**src/rtl/rxs_pkg.sv**
```systemverilog
// Overview of operation
// - A read-only 16-bit status register mirrors the status word of the frame at the head of the receive queue.
// - The frame-valid flag (bit 15) is set whenever the queue holds a status word; one is written at every accepted end beat with room, even outside a frame.
// - The frame-valid flag reads clear when no frame is pending or the only frame is still arriving.
// - The ingress port field (bits 9-8) reads 01 for port 1 and 10 for port 2, and 00 while no frame is pending.
// - Bit 7 is set when the destination address is the broadcast address.
// - Bit 6 is set for any group (multicast) destination, broadcast included.
// - Bit 5 is set when the destination address is an individual (unicast) address.
// - Bit 3 is set when the length/type field exceeds 1500 and clear otherwise.
// - Bit 3 has no meaning for runt frames; the device forces it clear and the host ignores it.
// - The oversize flag (bit 2) is set when the frame is longer than 1916 bytes.
// - The oversize flag only reports length; the frame is never truncated.
// - Oversize frames reach the host queue only when pass-bad-frame (control bit 9) is set, else they are dropped.
// - The runt flag (bit 1) is set for frames hit by a collision at any point or ended early inside the collision window.
// - Runt frames reach the host queue only when pass-bad-frame is set, else they are dropped.
// - The CRC-error flag (bit 0) is set when the frame check sequence of the frame failed.
// - CRC-error frames reach the host queue only when pass-bad-frame is set, else they are dropped.
package rxs_pkg;

  ////////////////////////////////////////////////////////////////////////////
  // Register port geometry and byte offsets
  localparam int RXS_ADDR_W = 8;
  localparam int RXS_DATA_W = 16;
  localparam logic [7:0] RXS_OFS_CONTROL = 8'h00;
  localparam logic [7:0] RXS_OFS_STATUS = 8'h04;
  localparam logic [7:0] RXS_OFS_EVENT = 8'h08;
  localparam logic [7:0] RXS_OFS_MASK = 8'h0C;
  localparam logic [7:0] RXS_OFS_RELEASE = 8'h10;

  // Control register fields and reset value
  localparam int RXS_CTL_PASS_BAD = 9;
  localparam logic [15:0] RXS_CTL_RESET = 16'h0000;
  localparam logic [15:0] RXS_CTL_MASK = 16'h0200;
  localparam int RXS_REL_POP = 0;

  // Event bits: frame queued, frame dropped, queue overrun
  localparam int RXS_EVT_W = 3;
  localparam int RXS_EVT_QUEUED = 0;
  localparam int RXS_EVT_DROPPED = 1;
  localparam int RXS_EVT_OVERRUN = 2;
  localparam logic [2:0] RXS_EVT_RESET = 3'h0;

  // Frame limits in bytes: 1916 oversize, 1500 type threshold, 64 collision window
  localparam logic [15:0] RXS_MAX_LEN = 16'h077C;
  localparam logic [15:0] RXS_TYPE_MIN = 16'h05DC;
  localparam logic [15:0] RXS_MIN_LEN = 16'h0040;
  localparam logic [15:0] RXS_DA_BYTES = 16'h0006;
  localparam logic [15:0] RXS_TYPE_HI_POS = 16'h000C;
  localparam logic [15:0] RXS_TYPE_LO_POS = 16'h000D;
  localparam logic [15:0] RXS_CNT_MAX = 16'hFFFF;
  localparam logic [7:0] RXS_BCAST_BYTE = 8'hFF;

  // Ingress port codes
  localparam logic [1:0] RXS_PORT_ONE = 2'h1;
  localparam logic [1:0] RXS_PORT_TWO = 2'h2;

  // Host queue of status words
  localparam int RXS_Q_DEPTH = 4;
  localparam int RXS_PTR_W = 2;

  ////////////////////////////////////////////////////////////////////////////
  // Types
  typedef struct packed {
    logic frame_valid_flag;
    logic [4:0] rsvd_hi;
    logic [1:0] ingress_port_field;
    logic broadcast_flag;
    logic group_address_flag;
    logic individual_address_flag;
    logic rsvd_4;
    logic frame_type_flag;
    logic oversize_flag;
    logic short_frame_flag;
    logic fcs_error_flag;
  } rxs_status_t;

  typedef struct packed {
    logic valid;
    logic sof;
    logic eof;
    logic [7:0] data;
    logic port_two;
    logic abort;
    logic fcs_bad;
  } rxs_beat_t;

  typedef struct packed {
    logic [RXS_ADDR_W-1:0] addr;
    logic [RXS_DATA_W-1:0] wdata;
    logic wr;
    logic rd;
  } rxs_bus_t;

  typedef enum logic [1:0] {
    RXS_ST_IDLE = 2'b01,
    RXS_ST_RECV = 2'b10
  } rxs_state_t;

endpackage

```
**src/rtl/rxs_frame_status.sv**
```systemverilog
// Added by the designer: the strobed register port.
module rxs_frame_status
  import rxs_pkg::*;
(
  // Clock and reset
  input wire logic mclk,
  input wire logic arst_n,
  // Receive beats from the switch MAC ports
  input wire rxs_beat_t rx_beat,
  // Host register port
  input wire rxs_bus_t host_bus,
  output logic [RXS_DATA_W-1:0] rd_data,
  // Interrupt and drop indication
  output logic irq,
  output logic frame_dropped
);

  ////////////////////////////////////////////////////////////////////////////
  // Declarations
  rxs_state_t state;
  rxs_state_t next_state;
  logic [15:0] byte_cnt;
  logic bcast_run;
  logic group_bit;
  logic [7:0] type_hi;
  logic [15:0] type_val;
  logic port_two_q;
  logic abort_q;
  logic [15:0] control;
  logic [RXS_EVT_W-1:0] evt_status;
  logic [RXS_EVT_W-1:0] evt_mask;
  rxs_status_t status_mem [RXS_Q_DEPTH];
  logic [RXS_PTR_W:0] wr_ptr;
  logic [RXS_PTR_W:0] rd_ptr;

  logic [15:0] cur_cnt;
  logic [15:0] cur_pos;
  logic cur_bcast;
  logic cur_group;
  logic cur_port_two;
  logic [15:0] cur_type;
  logic cur_abort;
  logic frame_end;
  rxs_status_t new_status;
  logic frame_bad;
  logic frame_accept;
  logic q_empty;
  logic q_full;
  logic do_push;
  logic do_pop;
  logic ev_queued;
  logic ev_dropped;
  logic ev_overrun;
  rxs_status_t head_view;
  logic wr_control;
  logic wr_event;
  logic wr_mask;
  logic wr_release;

  ////////////////////////////////////////////////////////////////////////////
  // Register port decode; the status offset has no write decode at all
  assign wr_control = host_bus.wr && (host_bus.addr == RXS_OFS_CONTROL);
  assign wr_event = host_bus.wr && (host_bus.addr == RXS_OFS_EVENT);
  assign wr_mask = host_bus.wr && (host_bus.addr == RXS_OFS_MASK);
  assign wr_release = host_bus.wr && (host_bus.addr == RXS_OFS_RELEASE);

  ////////////////////////////////////////////////////////////////////////////
  // Running view of the frame including the beat now on the input
  always_comb begin
    cur_cnt = 16'h0001;
    if (!rx_beat.sof) begin
      // Saturate so a runaway frame still reads as oversize
      cur_cnt = (byte_cnt == RXS_CNT_MAX) ? byte_cnt : byte_cnt + 16'h0001;
    end
    cur_pos = cur_cnt - 16'h0001;
    cur_bcast = rx_beat.sof ? 1'b1 : bcast_run;
    if (cur_pos < RXS_DA_BYTES) begin
      cur_bcast = cur_bcast && (rx_beat.data == RXS_BCAST_BYTE);
    end
    // Group bit is the first bit on the wire of the first address byte
    cur_group = (cur_pos == 16'h0000) ? rx_beat.data[0] : group_bit;
    cur_port_two = rx_beat.sof ? rx_beat.port_two : port_two_q;
    cur_type = (cur_pos == RXS_TYPE_LO_POS) ? {type_hi, rx_beat.data} : type_val;
    cur_abort = (rx_beat.sof ? 1'b0 : abort_q) || rx_beat.abort;
  end

  ////////////////////////////////////////////////////////////////////////////
  // Status word built at the end of a frame
  always_comb begin
    new_status = '0;
    new_status.frame_valid_flag = 1'b1;
    new_status.ingress_port_field = cur_port_two ? RXS_PORT_TWO : RXS_PORT_ONE;
    new_status.broadcast_flag = cur_bcast && (cur_cnt >= RXS_DA_BYTES);
    new_status.group_address_flag = cur_group;
    new_status.individual_address_flag = !cur_group;
    new_status.oversize_flag = cur_cnt > RXS_MAX_LEN;
    // A collision at any point, or an early end inside the collision window, makes a runt
    new_status.short_frame_flag = cur_abort || (cur_cnt < RXS_MIN_LEN);
    new_status.fcs_error_flag = rx_beat.fcs_bad;
    // Type is left clear on runts since the field may never have arrived
    new_status.frame_type_flag = !new_status.short_frame_flag && (cur_type > RXS_TYPE_MIN);
  end

  ////////////////////////////////////////////////////////////////////////////
  // Acceptance: bad frames pass only with pass-bad-frame set
  assign frame_end = rx_beat.valid && rx_beat.eof;
  assign frame_bad = new_status.oversize_flag || new_status.short_frame_flag || new_status.fcs_error_flag;
  assign frame_accept = !frame_bad || control[RXS_CTL_PASS_BAD];
  assign q_empty = (wr_ptr == rd_ptr);
  assign q_full = (wr_ptr[RXS_PTR_W] != rd_ptr[RXS_PTR_W]) &&
                  (wr_ptr[RXS_PTR_W-1:0] == rd_ptr[RXS_PTR_W-1:0]);
  assign do_pop = wr_release && host_bus.wdata[RXS_REL_POP] && !q_empty;
  // A full queue frees its head slot this same cycle when popped
  assign do_push = frame_end && frame_accept && (!q_full || do_pop);
  assign ev_queued = do_push;
  assign ev_dropped = frame_end && !frame_accept;
  assign ev_overrun = frame_end && frame_accept && q_full && !do_pop;

  ////////////////////////////////////////////////////////////////////////////
  // Receive sequencer: a start beat always opens a new frame
  always_comb begin
    next_state = state;
    case (state)
      RXS_ST_IDLE: begin
        if (rx_beat.valid && rx_beat.sof && !rx_beat.eof) begin
          next_state = RXS_ST_RECV;
        end
      end
      RXS_ST_RECV: begin
        if (rx_beat.valid && rx_beat.eof) begin
          next_state = RXS_ST_IDLE;
        end
      end
      default: begin
        next_state = RXS_ST_IDLE;
      end
    endcase
  end

  always_ff @(posedge mclk or negedge arst_n) begin
    if (!arst_n) begin
      state <= RXS_ST_IDLE;
    end else begin
      state <= next_state;
    end
  end

  ////////////////////////////////////////////////////////////////////////////
  // Per-frame parse state; beats outside a frame are ignored
  always_ff @(posedge mclk or negedge arst_n) begin
    if (!arst_n) begin
      byte_cnt <= 16'h0000;
      bcast_run <= 1'b0;
      group_bit <= 1'b0;
      port_two_q <= 1'b0;
      abort_q <= 1'b0;
    end else if (rx_beat.valid && (rx_beat.sof || state == RXS_ST_RECV)) begin
      byte_cnt <= cur_cnt;
      bcast_run <= cur_bcast;
      group_bit <= cur_group;
      port_two_q <= cur_port_two;
      abort_q <= cur_abort;
    end
  end

  // Length/type capture; cleared on start so short frames never see stale type
  always_ff @(posedge mclk or negedge arst_n) begin
    if (!arst_n) begin
      type_hi <= 8'h00;
      type_val <= 16'h0000;
    end else if (rx_beat.valid && rx_beat.sof) begin
      type_hi <= 8'h00;
      type_val <= 16'h0000;
    end else if (rx_beat.valid && state == RXS_ST_RECV) begin
      if (cur_pos == RXS_TYPE_HI_POS) begin
        type_hi <= rx_beat.data;
      end
      type_val <= cur_type;
    end
  end

  ////////////////////////////////////////////////////////////////////////////
  // Host queue of status words; written at every accepted end beat with room in the queue, including an end beat outside a frame
  always_ff @(posedge mclk) begin
    if (do_push) begin
      status_mem[wr_ptr[RXS_PTR_W-1:0]] <= new_status;
    end
  end

  always_ff @(posedge mclk or negedge arst_n) begin
    if (!arst_n) begin
      wr_ptr <= '0;
      rd_ptr <= '0;
    end else begin
      if (do_push) begin
        wr_ptr <= wr_ptr + 1'b1;
      end
      if (do_pop) begin
        rd_ptr <= rd_ptr + 1'b1;
      end
    end
  end

  // Head view: zero while nothing complete is pending
  always_comb begin
    head_view = '0;
    if (!q_empty) begin
      head_view = status_mem[rd_ptr[RXS_PTR_W-1:0]];
    end
  end

  ////////////////////////////////////////////////////////////////////////////
  // Control register: only pass-bad-frame is implemented
  always_ff @(posedge mclk or negedge arst_n) begin
    if (!arst_n) begin
      control <= RXS_CTL_RESET;
    end else if (wr_control) begin
      control <= host_bus.wdata & RXS_CTL_MASK;
    end
  end

  // Event flags: a new event wins over a write-one clear in the same cycle
  always_ff @(posedge mclk or negedge arst_n) begin
    if (!arst_n) begin
      evt_status <= RXS_EVT_RESET;
    end else begin
      evt_status <= (evt_status & ~(wr_event ? host_bus.wdata[RXS_EVT_W-1:0] : RXS_EVT_RESET))
                    | {ev_overrun, ev_dropped, ev_queued};
    end
  end

  always_ff @(posedge mclk or negedge arst_n) begin
    if (!arst_n) begin
      evt_mask <= RXS_EVT_RESET;
    end else if (wr_mask) begin
      evt_mask <= host_bus.wdata[RXS_EVT_W-1:0];
    end
  end

  // Interrupt level follows the flags one cycle later
  always_ff @(posedge mclk or negedge arst_n) begin
    if (!arst_n) begin
      irq <= 1'b0;
    end else begin
      irq <= |(evt_status & evt_mask);
    end
  end

  // Drop pulse for the switch statistics
  always_ff @(posedge mclk or negedge arst_n) begin
    if (!arst_n) begin
      frame_dropped <= 1'b0;
    end else begin
      frame_dropped <= ev_dropped;
    end
  end

  ////////////////////////////////////////////////////////////////////////////
  // Read data stands one cycle after the strobe and is zero otherwise
  always_ff @(posedge mclk or negedge arst_n) begin
    if (!arst_n) begin
      rd_data <= '0;
    end else begin
      rd_data <= '0;
      if (host_bus.rd) begin
        case (host_bus.addr)
          RXS_OFS_CONTROL: rd_data <= control;
          RXS_OFS_STATUS: rd_data <= head_view;
          RXS_OFS_EVENT: rd_data <= {{(RXS_DATA_W-RXS_EVT_W){1'b0}}, evt_status};
          RXS_OFS_MASK: rd_data <= {{(RXS_DATA_W-RXS_EVT_W){1'b0}}, evt_mask};
          default: rd_data <= '0;
        endcase
      end
    end
  end

endmodule

```
**config.mk**
```make
export PLATFORM = sky130hd
export DESIGN_NAME = rxs_frame_status
export DESIGN_NICKNAME = d
export VERILOG_FILES = /design/src/rtl/rxs_pkg.sv /design/src/rtl/rxs_frame_status.sv
export SDC_FILE = /design/constraint.sdc
export NUM_CORES = 1
export LEC_CHECK = 0
export ABC_AREA = 1
export BUFFER_PORTS_ARGS = -buffer_cell sky130_fd_sc_hd__buf_2
export CAP_MARGIN = 20
export CORE_MARGIN = 4
export CORE_UTILIZATION = 55
export DETAILED_ROUTE_END_ITERATION = 10
export GPL_ROUTABILITY_DRIVEN = 0
export PLACE_DENSITY = 0.72
export RECOVER_POWER = 100
export SLEW_MARGIN = 10
export SYNTH_ARGS = -nofsm -noshare
export SYNTH_HDL_FRONTEND = slang
export SYNTH_SLANG_ARGS = --single-unit
```
**constraint.sdc**
```tcl
create_clock -name mclk -period 9.8 [get_ports mclk]
set_clock_uncertainty 0.2 [all_clocks]
set_input_delay 0.98 -clock mclk [delete_from_list [all_inputs] [get_ports mclk]]
set_output_delay 0.98 -clock mclk [all_outputs]
set_load 0.05 [all_outputs]
```
==> impl_metrics.prom, run 1 <==
# TYPE chip_impl_metric gauge
chip_impl_metric{name="floorplan.die_area",unit="um^2"} 12370
chip_impl_info{name="grt-busiest-layer",value="met2"} 1
chip_impl_metric{name="totalWireLength",unit="um"} 12890
chip_impl_metric{name="first_pass_grt_wire_length",unit="um"} 22040
chip_impl_metric{name="worst_slew_pin_tran",unit="ps"} 3898
chip_impl_info{name="layout.cells.most_common_list",value="sky130_fd_sc_hd__nand2_1, sky130_fd_sc_hd__inv_1, sky130_fd_sc_hd__dfrtp_1"} 1
chip_impl_metric{name="setup-violations-final",unit=""} 0
chip_impl_metric{name="ys_seq_elements",unit=""} 107
chip_impl_metric{name="fin_crit_sh",unit="%"} 62.48
chip_impl_metric{name="placement_rows",unit=""} 37
chip_impl_metric{name="cp_data_arrival_time",unit="ps"} 6100
chip_impl_info{name="outcome",value="finished, violations left"} 1
chip_impl_metric{name="tritoncts.num_buffers",unit=""} 9
chip_impl_metric{name="route.vias.total",unit=""} 4817
chip_impl_metric{name="ctsHoldBuffers",unit=""} 0
chip_impl_metric{name="count_of_routing_violations_after_the_opening_detailed_route_iteration",unit=""} 334
chip_impl_metric{name="max_cap_violations",unit=""} 1
chip_impl_info{name="critical_path_launch_point_type",value="flip-flop"} 1
chip_impl_metric{name="worstSkewPairLatency",unit="ps"} 390
chip_impl_metric{name="worst_hold_slack_across_all_endpoints",unit="ps"} 304.4
chip_impl_info{name="end_kind",value="flip-flop"} 1
chip_impl_metric{name="finalWorstPathRequiredPeriod",unit="ps"} 6123
chip_impl_metric{name="maxSlewHeadroom",unit="%"} -159.9
chip_impl_metric{name="global_route.overflow_total",unit=""} 0
chip_impl_info{name="cpMaxStageDelayCell",value="sky130_fd_sc_hd__nand3_1"} 1
chip_impl_metric{name="design.portCount",unit=""} 60
chip_impl_info{name="grt_setup_unrepaired",value="no"} 1
chip_impl_metric{name="fin_util",unit="%"} 60.40
chip_impl_metric{name="cts.path.max_buffers",unit=""} 2
chip_impl_info{name="netlist_top_cells_area",value="sky130_fd_sc_hd__dfrtp_1, sky130_fd_sc_hd__edfxtp_1, sky130_fd_sc_hd__nand2_1"} 1
chip_impl_metric{name="synth.cell_area",unit="um^2"} 5858
chip_impl_metric{name="clock_slew_at_the_register_clock_pins_of_the_worst_setup_and_hold_paths",unit="ps"} 120
chip_impl_metric{name="multiInputGateArea",unit="um^2"} 2537
chip_impl_metric{name="floorplan.initialDensity",unit="%"} 56.49
chip_impl_metric{name="htree_num_levels",unit=""} 3
chip_impl_metric{name="die_x",unit="um"} 111.2
chip_impl_metric{name="antenna_cells_inserted",unit=""} 0
chip_impl_metric{name="irDropWorstVdd",unit="mV"} 0.08643
chip_impl_metric{name="grt_use_total",unit="%"} 21.52
chip_impl_metric{name="drive_above_1_share",unit="%"} 10.42
chip_impl_metric{name="async_reset_ff_share",unit="%"} 66.36
chip_impl_metric{name="design_power_total",unit="W"} 0.0009618
chip_impl_metric{name="synth-edff-count",unit=""} 36
chip_impl_info{name="clockRootBuffer",value="sky130_fd_sc_hd__clkbuf_8"} 1
chip_impl_metric{name="area_growth_syn_to_layout",unit="%"} 6.920
chip_impl_metric{name="slew_violations",unit=""} 72
chip_impl_info{name="crit_path_frequent_cell",value="sky130_fd_sc_hd__nand2_1"} 1
chip_impl_metric{name="placeableCoreArea",unit="um^2"} 10370
chip_impl_metric{name="final-seq-area",unit="um^2"} 2859
chip_impl_metric{name="timing.setup.tns",unit="ps"} 0
chip_impl_metric{name="number_of_gates_resized_after_cts",unit=""} 0
chip_impl_metric{name="hpwlAfterDp",unit="um"} 9087
chip_impl_metric{name="postSynthCellCount",unit=""} 698
chip_impl_metric{name="pwr_density_cell",unit="nW/um^2"} 153.5
chip_impl_metric{name="delay_contributed_by_the_slowest_stage_of_the_critical_path",unit="ps"} 810
chip_impl_info{name="violated_checks",value="max-capacitance violations, max-slew violations"} 1
chip_impl_info{name="cts_tree",value="yes"} 1
chip_impl_metric{name="gr-usage-met3",unit="%"} 4.094
chip_impl_info{name="postSynth.topFlopCell",value="sky130_fd_sc_hd__dfrtp_1"} 1
chip_impl_metric{name="detail_route.vias_per_cell",unit=""} 5.505
chip_impl_metric{name="layout.nets",unit=""} 786
chip_impl_metric{name="max_freq",unit="GHz"} 0.1633
chip_impl_metric{name="cts_post_setup_buffers_inserted",unit=""} 0
chip_impl_info{name="layout_commonest_cell",value="sky130_fd_sc_hd__nand2_1"} 1
chip_impl_metric{name="antenna_violating_nets_post_route",unit=""} 0
chip_impl_metric{name="drtPass1Iterations",unit=""} 4
chip_impl_metric{name="grt_max_degree",unit=""} 72
chip_impl_metric{name="hold_violations",unit=""} 0
chip_impl_info{name="worstPathCellList",value="ha_1, clkinv_1, nor2_1, nand2_1, inv_1, nand2_1, nand2_2, nand2_1, nand2_1, ha_1, nand2_1, nor2_1, nand2_2, o21bai_1, nand2_1, nor2_1, nand3_1, nand2_1, nand2_1, nor2_1, nand3_1, nand2_1, a21oi_1, nor2_1"} 1
chip_impl_metric{name="antenna_found_initial",unit=""} 0
chip_impl_metric{name="netlist-cell-type-count",unit=""} 46
chip_impl_metric{name="worst-endpoint-required",unit="ps"} 9780
chip_impl_metric{name="post_synth.cell_area_avg",unit="um^2"} 8.393
chip_impl_metric{name="layout_setup_ws",unit="ps"} 3677
chip_impl_metric{name="gr-usage-met2",unit="%"} 36.63
chip_impl_info{name="critical_path_class",value="flip-flop to flip-flop"} 1
chip_impl_metric{name="leakage",unit="nW"} 2.850
chip_impl_metric{name="chipHeight",unit="um"} 111.2
chip_impl_metric{name="netlist.area_leader.share",unit="%"} 29.90
chip_impl_metric{name="max_fo_critical_path",unit=""} 18
chip_impl_metric{name="grt_util_met1",unit="%"} 28.21
chip_impl_metric{name="drc",unit=""} 0
chip_impl_metric{name="count_of_input_and_output_buffers",unit=""} 41
chip_impl_metric{name="fillers",unit=""} 918
chip_impl_info{name="worst_hold_path_type",value="flip-flop to flip-flop"} 1
chip_impl_metric{name="wl_per_cell",unit="um"} 14.73
chip_impl_metric{name="yosys_warnings",unit=""} 0
chip_impl_info{name="post-synth-top-area-cell",value="sky130_fd_sc_hd__dfrtp_1"} 1
chip_impl_metric{name="dp_worst_setup_slack",unit="ps"} 5266
chip_impl_metric{name="numClockSinks",unit=""} 107
chip_impl_metric{name="first_global_vias",unit=""} 4735
chip_impl_metric{name="portion_of_the_post_synthesis_area_used_by_sequential_elements",unit="%"} 48.80
==> flip-flops by register name (all words and copies together), names as in the netlist <==
register	count
abort_q	1
status_mem	36
rd_ptr	3
frame_dropped	1
evt_status	3
irq	1
bcast_run	1
control	1
rd_data	10
wr_ptr	3
port_two_q	1
evt_mask	3
type_hi	8
state	2
byte_cnt	16
group_bit	1
type_val	16
==> final timing paths <==
kind                                          to  slack, ps  depth (start not counted)   startpoint
worst max-delay path            status_mem[0][3]       3680                         24  byte_cnt[0]
worst min-delay path                     abort_q        300                          2      abort_q
worst max register to register  status_mem[0][3]       3680                         24  byte_cnt[0]
worst min register to register           abort_q        300                          2      abort_q
max in group asynchronous            type_val[5]       5470                          1       arst_n
min in group asynchronous             rd_data[7]       1730                          1       arst_n
==> Yosys cell counts, types with 3 or more instances <==
cell	instances
sky130_fd_sc_hd__inv_1	77
sky130_fd_sc_hd__edfxtp_1	36
sky130_fd_sc_hd__nor2_2	9
sky130_fd_sc_hd__nand2_2	9
sky130_fd_sc_hd__o21ai_1	7
sky130_fd_sc_hd__a221oi_1	5
sky130_fd_sc_hd__nor2_1	60
sky130_fd_sc_hd__nor4_1	6
sky130_fd_sc_hd__nand3b_1	4
sky130_fd_sc_hd__nor3_1	11
sky130_fd_sc_hd__a31oi_1	4
sky130_fd_sc_hd__clkbuf_1	12
sky130_fd_sc_hd__nand2_1	171
sky130_fd_sc_hd__nand2_4	3
sky130_fd_sc_hd__nor2_4	7
sky130_fd_sc_hd__a21oi_1	23
sky130_fd_sc_hd__inv_2	6
sky130_fd_sc_hd__xor2_1	6
sky130_fd_sc_hd__o21ai_0	46
sky130_fd_sc_hd__ha_1	10
sky130_fd_sc_hd__o21ai_2	4
sky130_fd_sc_hd__buf_4	6
sky130_fd_sc_hd__xnor2_1	5
sky130_fd_sc_hd__dfrtp_1	70
sky130_fd_sc_hd__a22o_1	8
sky130_fd_sc_hd__nand4_1	24
sky130_fd_sc_hd__o22ai_1	11
sky130_fd_sc_hd__buf_2	3
sky130_fd_sc_hd__nand3_1	34
==> worst max-delay path: cells and delay by family, from the launching register on <==
kind / cells / cell delay, ps
adders and majority gates: 2 / 580
and+or+nand+nor: 18 / 4110
DFF: 1 / 490
AOI/OAI and AO/OA: 2 / 260
buffers and inverters: 2 / 270
==> metrics by stage <==
step | instance area (um^2) | cells
after global placement | 6148 | 859
final | 6264 | 875
after CTS | 6344 | 875
after global routing | 6264 | 875
after detailed placement | 6148 | 859
after floorplan | 5877 | 703
==> final cells by class <==
type / count / area share (%)
sequential: 107 / 45.65
clock inverter: 7 / 1.139
tap: 136 / 2.717
timing repair buffer: 42 / 3.036
clock buffer: 9 / 1.978
inverter: 83 / 4.974
multi-input combinational: 491 / 40.51
==> where the power goes <==
| part | leakage (nW) | total [W] | internal, W | switching [W] |
|---|---|---|---|---|
| sequential | 1.27 | 0.000526 | 0.000503 | 0.0000229 |
| combinational | 1.48 | 0.000167 | 0.0000482 | 0.000119 |
| clock | 0.0978 | 0.000269 | 0.0000992 | 0.000170 |
==> cell families (layout without fill, tap and decap cells) <==
group / Yosys count / count (layout) / synth area share [%]
AO/OA/AOI/OAI: 116 / 116 / 11.77
XOR/XNOR: 12 / 12 / 1.922
adder cells (fa/ha/maj): 10 / 10 / 2.136
buffers and inverters: 105 / 141 / 7.304
flip-flops: 107 / 107 / 48.80
multiplexers: 1 / 1 / 0.1922
other: 1 / 6 / 0.06401
AND/OR/NAND/NOR: 346 / 346 / 27.81
==> per-layer routing <==
| metal | vias to the layer above | wire [um] |
|---|---|---|
| li1 | 2390 | - |
| met1 | 2305 | 5764 |
| met2 | 109 | 6425 |
| met3 | 13 | 577 |
| met4 | 0 | 123 |
| met5 | - | 0 |
No activity file was read; power rests on OpenSTA's default activity.
==> run 2: changes to the inputs <==
Settings changed: CORE_UTILIZATION 55 to 54, PLACE_DENSITY 0.72 to 0.74.
Clock period 9.8 ns to 5.4 ns, I/O delays scaled along.
==> run 2 against run 1 <==
Net effect: the run still ends with max-capacitance violations, max-slew violations left; via count down 2.1%; die area is 1.7% higher; core utilization hardly changed; setup slack worse by 3000 ps; combinational power up 86%; clock power up 80%; wire length is 0.58% lower; first-iteration DRC count decreased by 6.3%; sequential share of layout area down 0.38 points.
==> impl_metrics.prom, run 2 (same netlist as run 1, synthesis figures left out) <==
# TYPE chip_impl_metric gauge
chip_impl_info{name="violated_checks",value="max-capacitance violations, max-slew violations"} 1
chip_impl_metric{name="cts.path.max_buffers",unit=""} 2
chip_impl_metric{name="worst_hold_slack_across_all_endpoints",unit="ps"} 191.9
chip_impl_info{name="critical_path_launch_point_type",value="flip-flop"} 1
chip_impl_metric{name="design.portCount",unit=""} 60
chip_impl_info{name="path_delay_family",value="simple AND/OR/NAND/NOR gates"} 1
chip_impl_metric{name="first_global_vias",unit=""} 4611
chip_impl_info{name="layout_commonest_cell",value="sky130_fd_sc_hd__nand2_1"} 1
chip_impl_metric{name="design_power_total",unit="W"} 0.001749
chip_impl_metric{name="largest_register_ffs",unit=""} 36
chip_impl_metric{name="cp_data_arrival_time",unit="ps"} 4640
chip_impl_metric{name="layout.nets",unit=""} 787
chip_impl_metric{name="design_area",unit="um^2"} 6316
chip_impl_metric{name="path_buf_inv",unit=""} 2
chip_impl_metric{name="cts_post_setup_buffers_inserted",unit=""} 0
chip_impl_metric{name="leakage",unit="nW"} 2.884
chip_impl_metric{name="ctsHoldBuffers",unit=""} 0
chip_impl_metric{name="placedCellCount",unit=""} 860
chip_impl_metric{name="setup-violations-final",unit=""} 0
chip_impl_metric{name="fin_crit_sh",unit="%"} 87.44
chip_impl_metric{name="finalWorstPathRequiredPeriod",unit="ps"} 4722
chip_impl_metric{name="hpwlAfterDp",unit="um"} 9110
chip_impl_metric{name="drtPass1Iterations",unit=""} 5
chip_impl_metric{name="slew_violations",unit=""} 72
chip_impl_metric{name="pwr_density_cell",unit="nW/um^2"} 276.9
chip_impl_metric{name="area_growth_syn_to_layout",unit="%"} 7.817
chip_impl_info{name="layout.cells.most_common_list",value="sky130_fd_sc_hd__nand2_1, sky130_fd_sc_hd__inv_1, sky130_fd_sc_hd__dfrtp_1"} 1
chip_impl_metric{name="worst-endpoint-required",unit="ps"} 5310
chip_impl_metric{name="global_route.overflow_total",unit=""} 0
chip_impl_metric{name="chipHeight",unit="um"} 112.2
chip_impl_metric{name="fillers",unit=""} 910
chip_impl_metric{name="antenna_cells_inserted",unit=""} 0
chip_impl_info{name="clockRootBuffer",value="sky130_fd_sc_hd__clkbuf_8"} 1
chip_impl_info{name="end_kind",value="flip-flop"} 1
chip_impl_info{name="critical_path_class",value="flip-flop to flip-flop"} 1
chip_impl_metric{name="layout.cells.non_filler",unit=""} 876
chip_impl_info{name="grt_setup_unrepaired",value="no"} 1
chip_impl_metric{name="placeableCoreArea",unit="um^2"} 10460
chip_impl_info{name="worst_hold_path_type",value="input pin to flip-flop"} 1
chip_impl_metric{name="delay_contributed_by_the_slowest_stage_of_the_critical_path",unit="ps"} 460
chip_impl_metric{name="clock_slew_at_the_register_clock_pins_of_the_worst_setup_and_hold_paths",unit="ps"} 110
chip_impl_metric{name="count_of_routing_violations_after_the_opening_detailed_route_iteration",unit=""} 313
chip_impl_metric{name="floorplan.die_area",unit="um^2"} 12580
chip_impl_metric{name="grt_use_total",unit="%"} 21.30
chip_impl_metric{name="wl_per_cell",unit="um"} 14.63
chip_impl_metric{name="antenna_violating_nets_post_route",unit=""} 0
chip_impl_metric{name="first_pass_grt_wire_length",unit="um"} 21890
chip_impl_metric{name="tritoncts.num_buffers",unit=""} 9
chip_impl_metric{name="placedInstanceArea",unit="um^2"} 6156
chip_impl_metric{name="htree_num_levels",unit=""} 3
chip_impl_info{name="cpMaxStageDelayCell",value="sky130_fd_sc_hd__dfrtp_1"} 1
chip_impl_metric{name="route.vias.total",unit=""} 4714
chip_impl_info{name="outcome",value="finished, violations left"} 1
chip_impl_metric{name="worstSkewPairLatency",unit="ps"} 370
chip_impl_metric{name="hold_violations",unit=""} 0
chip_impl_metric{name="floorplan.initialDensity",unit="%"} 55.99
chip_impl_metric{name="drive_above_1_share",unit="%"} 11.76
chip_impl_info{name="cts_tree",value="yes"} 1
chip_impl_metric{name="number_of_gates_resized_after_cts",unit=""} 0
chip_impl_metric{name="maxSlewHeadroom",unit="%"} -164.4
chip_impl_metric{name="detail_route.vias_per_cell",unit=""} 5.381
chip_impl_metric{name="max_freq",unit="GHz"} 0.2118
chip_impl_metric{name="drc",unit=""} 0
chip_impl_info{name="crit_path_frequent_cell",value="sky130_fd_sc_hd__nand2_1"} 1
chip_impl_metric{name="max_cap_violations",unit=""} 1
chip_impl_metric{name="die_x",unit="um"} 112.2
chip_impl_metric{name="placement_rows",unit=""} 37
chip_impl_metric{name="grt_max_degree",unit=""} 72
chip_impl_metric{name="count_of_input_and_output_buffers",unit=""} 41
chip_impl_metric{name="irDropWorstVdd",unit="mV"} 0.1343
chip_impl_metric{name="worst_slew_pin_tran",unit="ps"} 3966
chip_impl_metric{name="antenna_found_initial",unit=""} 0
chip_impl_metric{name="max_fo_critical_path",unit=""} 18
chip_impl_metric{name="timing.setup.tns",unit="ps"} 0
chip_impl_metric{name="numClockSinks",unit=""} 107
chip_impl_metric{name="totalWireLength",unit="um"} 12820
==> run 2: changes by cell type in the layout (fill, tap and decap cells not counted), sizes merged <==
cell    previous run  this run
buf               26        27
clkbuf            25        26
clkinv             5         4
==> run 2: where the power goes <==
part / leakage, nW / internal [W] / switching, W
logic: 1.51 / 0.0000897 / 0.000221
registers: 1.27 / 0.000913 / 0.0000396
clock network: 0.102 / 0.000191 / 0.000295
total: 2.88 / 0.00119 / 0.000556
==> run 2: metal layers <==
metal	global-route usage [%]	vias up	part of all wire [%]
met5	0	-	0
met4	5.048	0	0.94
met3	3.935	12	4.3
met2	35.96	105	48
met1	28.70	2206	46
li1	-	2391	-
==> run 2: final cells by class <==
cell class / count / area [um^2] / area share [%]
clock inverters: 6 / 60.06 / 0.9509
well taps: 136 / 170.2 / 2.694
clock buffers: 10 / 137.6 / 2.179
repair buffers: 43 / 197.7 / 3.130
inverters: 83 / 311.5 / 4.933
flip-flops and latches: 107 / 2859 / 45.27
multi-input cells: 491 / 2580 / 40.85
==> run 2: metrics by stage <==
stage,setup slack [ps],utilization [%]
after floorplan,1857,-
after global placement,1118,58.84
after detailed placement,979.1,58.84
after CTS,935.1,60.73
after global routing,263.3,60.37
final,678.1,60.37
==> run 2: path summary, 6_finish.rpt <==
path                        startpoint                to  slack [ps]  cells after the start
setup / recovery           byte_cnt[0]  status_mem[2][3]         680                     25
setup reg to reg           byte_cnt[0]  status_mem[2][3]         680                     25
hold reg to reg              wr_ptr[2]         wr_ptr[2]         290                      1
min in group asynchronous       arst_n        rd_data[5]        1320                      1
max in group asynchronous       arst_n      byte_cnt[12]        1450                      1
hold / removal             host_bus[0]       rd_data[15]         190                      3
==> run 2: tightest hold or removal path, delay by kind of cell <==
kind	cells	cell delay [ps]
buffers and inverters	2	150
and+or+nand+nor	1	50
==> run 3: changes to the inputs <==
--- a/config.mk
+++ b/config.mk
@@ -11,6 +11,6 @@
 export CORE_MARGIN = 4
-export CORE_UTILIZATION = 54
+export CORE_UTILIZATION = 48
 export DETAILED_ROUTE_END_ITERATION = 10
 export GPL_ROUTABILITY_DRIVEN = 0
-export PLACE_DENSITY = 0.74
+export PLACE_DENSITY = 0.67
 export RECOVER_POWER = 100
@@ -20 +20,2 @@
 export SYNTH_SLANG_ARGS = --single-unit
+export TNS_END_PERCENT = 30
--- a/constraint.sdc
+++ b/constraint.sdc
@@ -4,2 +4,2 @@
 set_output_delay 0.54 -clock mclk [all_outputs]
-set_load 0.05 [all_outputs]
+set_load 0.005 [all_outputs]
==> run 3 against run 2 <==
Net effect: the flow still finishes with violations (max-capacitance violations, max-slew violations); critical path depth decreased by 1; first-iteration DRC count increased by 21%; cell count increased by 1.3%; global-route usage decreased by 1.4 points; register-to-register slack got worse by 20 ps; maximum frequency decreased by 0.48%; non-clock buffer count unchanged; worst hold slack improved by 33 ps; sequential cell count unchanged; setup slack got worse by 23 ps; sequential share of layout area decreased by 0.91 points; critical path type unchanged; critical endpoint is now status_mem[0][3].
==> impl_metrics.prom, run 3 (same netlist as run 1, synthesis figures left out) <==
# TYPE chip_impl_metric gauge
chip_impl_info{name="outcome",value="finished, violations left"} 1
chip_impl_info{name="violated_checks",value="max-capacitance violations, max-slew violations"} 1
chip_impl_metric{name="timing.setup.tns",unit="ps"} 0
chip_impl_metric{name="detail_route.vias_per_cell",unit=""} 5.431
chip_impl_metric{name="clock_slew_at_the_register_clock_pins_of_the_worst_setup_and_hold_paths",unit="ps"} 70
chip_impl_metric{name="placement_rows",unit=""} 40
chip_impl_metric{name="p_seq_share",unit="%"} 49.0
chip_impl_metric{name="tritoncts.num_buffers",unit=""} 9
chip_impl_metric{name="power_switching",unit="W"} 0.0005648
chip_impl_info{name="cts_tree",value="yes"} 1
chip_impl_metric{name="worst_slew_pin_tran",unit="ps"} 3919
chip_impl_metric{name="route.vias.total",unit=""} 4817
chip_impl_metric{name="power_report.internal_total",unit="W"} 0.001371
chip_impl_metric{name="drive_above_1_share",unit="%"} 12.84
chip_impl_metric{name="placeableCoreArea",unit="um^2"} 11960
chip_impl_metric{name="floorplan.initialDensity",unit="%"} 48.97
chip_impl_info{name="end_kind",value="flip-flop"} 1
chip_impl_metric{name="design.portCount",unit=""} 60
chip_impl_metric{name="layout.nets",unit=""} 787
chip_impl_metric{name="max_cap_violations",unit=""} 1
chip_impl_metric{name="cp_data_arrival_time",unit="ps"} 4700
chip_impl_info{name="layout.cells.most_common_list",value="sky130_fd_sc_hd__nand2_1, sky130_fd_sc_hd__inv_1, sky130_fd_sc_hd__dfrtp_1"} 1
chip_impl_info{name="grt_setup_unrepaired",value="no"} 1
chip_impl_metric{name="hpwlAfterDp",unit="um"} 9301
chip_impl_metric{name="fin_crit_sh",unit="%"} 87.87
chip_impl_metric{name="setup-violations-final",unit=""} 0
chip_impl_metric{name="first_global_vias",unit=""} 4768
chip_impl_metric{name="count_of_routing_violations_after_the_opening_detailed_route_iteration",unit=""} 378
chip_impl_metric{name="number_of_gates_resized_after_cts",unit=""} 0
chip_impl_metric{name="fillers",unit=""} 1094
chip_impl_metric{name="die_x",unit="um"} 118.5
chip_impl_metric{name="hold_violations",unit=""} 0
chip_impl_info{name="worst_hold_path_type",value="input pin to flip-flop"} 1
chip_impl_metric{name="design_area",unit="um^2"} 6446
chip_impl_metric{name="count_of_input_and_output_buffers",unit=""} 41
chip_impl_metric{name="totalWireLength",unit="um"} 13130
chip_impl_metric{name="max_fo_critical_path",unit=""} 18
chip_impl_metric{name="antenna_cells_inserted",unit=""} 0
chip_impl_metric{name="cts_post_setup_buffers_inserted",unit=""} 0
chip_impl_metric{name="leakage",unit="nW"} 2.972
chip_impl_info{name="critical_path_launch_point_type",value="flip-flop"} 1
chip_impl_metric{name="htree_num_levels",unit=""} 3
chip_impl_metric{name="drc",unit=""} 0
chip_impl_metric{name="numClockSinks",unit=""} 107
chip_impl_metric{name="cts.path.max_buffers",unit=""} 2
chip_impl_metric{name="pwr_density_cell",unit="nW/um^2"} 300.3
chip_impl_metric{name="antenna_found_initial",unit=""} 0
chip_impl_metric{name="worstSkewPairLatency",unit="ps"} 360
chip_impl_metric{name="clock_power_share",unit="%"} 35.4
chip_impl_metric{name="largest_register_ffs",unit=""} 36
chip_impl_metric{name="worst-endpoint-required",unit="ps"} 5360
chip_impl_metric{name="wl_per_cell",unit="um"} 14.80
chip_impl_metric{name="floorplan.die_area",unit="um^2"} 14040
chip_impl_metric{name="fin_util",unit="%"} 53.89
chip_impl_metric{name="first_pass_grt_wire_length",unit="um"} 22760
chip_impl_metric{name="global_route.overflow_total",unit=""} 0
chip_impl_metric{name="finalWorstPathRequiredPeriod",unit="ps"} 4745
chip_impl_info{name="clockRootBuffer",value="sky130_fd_sc_hd__clkbuf_16"} 1
chip_impl_metric{name="maxSlewHeadroom",unit="%"} -161.3
chip_impl_metric{name="holdPathStages",unit=""} 3
chip_impl_metric{name="max_freq",unit="GHz"} 0.2108
chip_impl_info{name="layout_commonest_cell",value="sky130_fd_sc_hd__nand2_1"} 1
chip_impl_metric{name="switching_part_of_the_total",unit="%"} 29.17
chip_impl_metric{name="placedInstanceArea",unit="um^2"} 6170
chip_impl_metric{name="chipHeight",unit="um"} 118.5
chip_impl_metric{name="irDropWorstVdd",unit="mV"} 0.1176
chip_impl_metric{name="drtPass1Iterations",unit=""} 5
chip_impl_metric{name="worstRegToRegCells",unit=""} 24
chip_impl_metric{name="antenna_violating_nets_post_route",unit=""} 0
chip_impl_metric{name="power.share.combinational",unit="%"} 15.6
chip_impl_metric{name="reg2reg_slack",unit="ps"} 660
chip_impl_metric{name="ctsHoldBuffers",unit=""} 0
chip_impl_metric{name="grt_max_degree",unit=""} 72
chip_impl_metric{name="grt_use_total",unit="%"} 19.87
chip_impl_info{name="critical_path_class",value="flip-flop to flip-flop"} 1
chip_impl_metric{name="area_growth_syn_to_layout",unit="%"} 10.04
chip_impl_metric{name="slew_violations",unit=""} 72
-- run 3: changes by cell type in the layout (fill, tap and decap cells not counted), moves of 2 or more --
| cell | previous run | this run |
|---|---|---|
| sky130_fd_sc_hd__nand2_1 | 172 | 174 |
| sky130_fd_sc_hd__nand2_2 | 9 | 7 |
| sky130_fd_sc_hd__buf_2 | 26 | 36 |
| sky130_fd_sc_hd__clkbuf_8 | 10 | 0 |
| sky130_fd_sc_hd__clkbuf_16 | 0 | 9 |
| sky130_fd_sc_hd__clkbuf_1 | 16 | 7 |
-- run 3: routing by layer --
| metal | up-vias | global-route usage (%) | wire length [um] |
|---|---|---|---|
| li1 | 2398 | - | - |
| met2 | 125 | 32.30 | 6356 |
| met4 | 0 | 9.196 | 401 |
| met3 | 28 | 3.732 | 629 |
| met5 | - | 0 | 0 |
| met1 | 2266 | 25.79 | 5737 |
-- run 3: area by class of cell --
type	count	area, um^2	area share [%]
flip-flops and latches	107	2859	44.35
inverters	83	311.5	4.833
well taps	147	183.9	2.853
repair buffers	43	206.4	3.203
clock inverters	7	85.08	1.320
clock buffers	9	225.2	3.494
multi-input cells	491	2575	39.95
-- run 3: path summary, 6_finish.rpt --
check	from	endpoint
max reg2reg	byte_cnt[0]	status_mem[0][3]
min in group asynchronous	arst_n	abort_q
max in group asynchronous	arst_n	type_val[12]
max	byte_cnt[0]	status_mem[0][3]
min	rx_beat[11]	state[0]
min reg2reg	bcast_run	bcast_run
-- run 3: metrics by stage --
step | total power [W] | setup slack (ps) | cells | hold WS, ps
2_1_floorplan | 0.001182 | 1857 | 703 | 44.41
3_3_place_gp | 0.001260 | 1085 | 871 | 262.8
3_5_place_dp | 0.001273 | 974.7 | 871 | 279.0
4_1_cts | 0.001965 | 902.2 | 887 | 172.9
5_1_grt | 0.002035 | 258.4 | 887 | 218.2
6_report | 0.001936 | 655.3 | 887 | 224.9
-- run 3: critical path, cell delays in order (launching register included) --
cell	delay, ps
sky130_fd_sc_hd__dfrtp_1	470
sky130_fd_sc_hd__ha_1	320
sky130_fd_sc_hd__inv_2	50
sky130_fd_sc_hd__nor2_2	140
sky130_fd_sc_hd__nand2_4	100
sky130_fd_sc_hd__inv_2	90
sky130_fd_sc_hd__nand2_1	250
sky130_fd_sc_hd__nand2_2	140
sky130_fd_sc_hd__nand2_2	80
sky130_fd_sc_hd__nand2_4	110
sky130_fd_sc_hd__ha_1	210
sky130_fd_sc_hd__nand2_1	80
sky130_fd_sc_hd__nor2_2	220
sky130_fd_sc_hd__nand2_1	140
sky130_fd_sc_hd__nor2_1	170
sky130_fd_sc_hd__o21ai_1	120
sky130_fd_sc_hd__nor2_4	390
sky130_fd_sc_hd__nand3_4	280
sky130_fd_sc_hd__nand2_1	130
sky130_fd_sc_hd__nand2_1	80
sky130_fd_sc_hd__nor2_1	170
sky130_fd_sc_hd__nand2_1	90
sky130_fd_sc_hd__nor2_2	140
sky130_fd_sc_hd__a21oi_1	110
sky130_fd_sc_hd__nor2_1	240
-- run 3: power by group through the flow --
stage                     clock [W]  sequential [W]  combinational, W
after floorplan                   0        0.000956          0.000227
after global placement            0        0.000963          0.000297
after detailed placement          0        0.000966          0.000308
after CTS                  0.000707        0.000949          0.000309
after global routing       0.000735        0.000957          0.000343
final                      0.000685        0.000949          0.000302
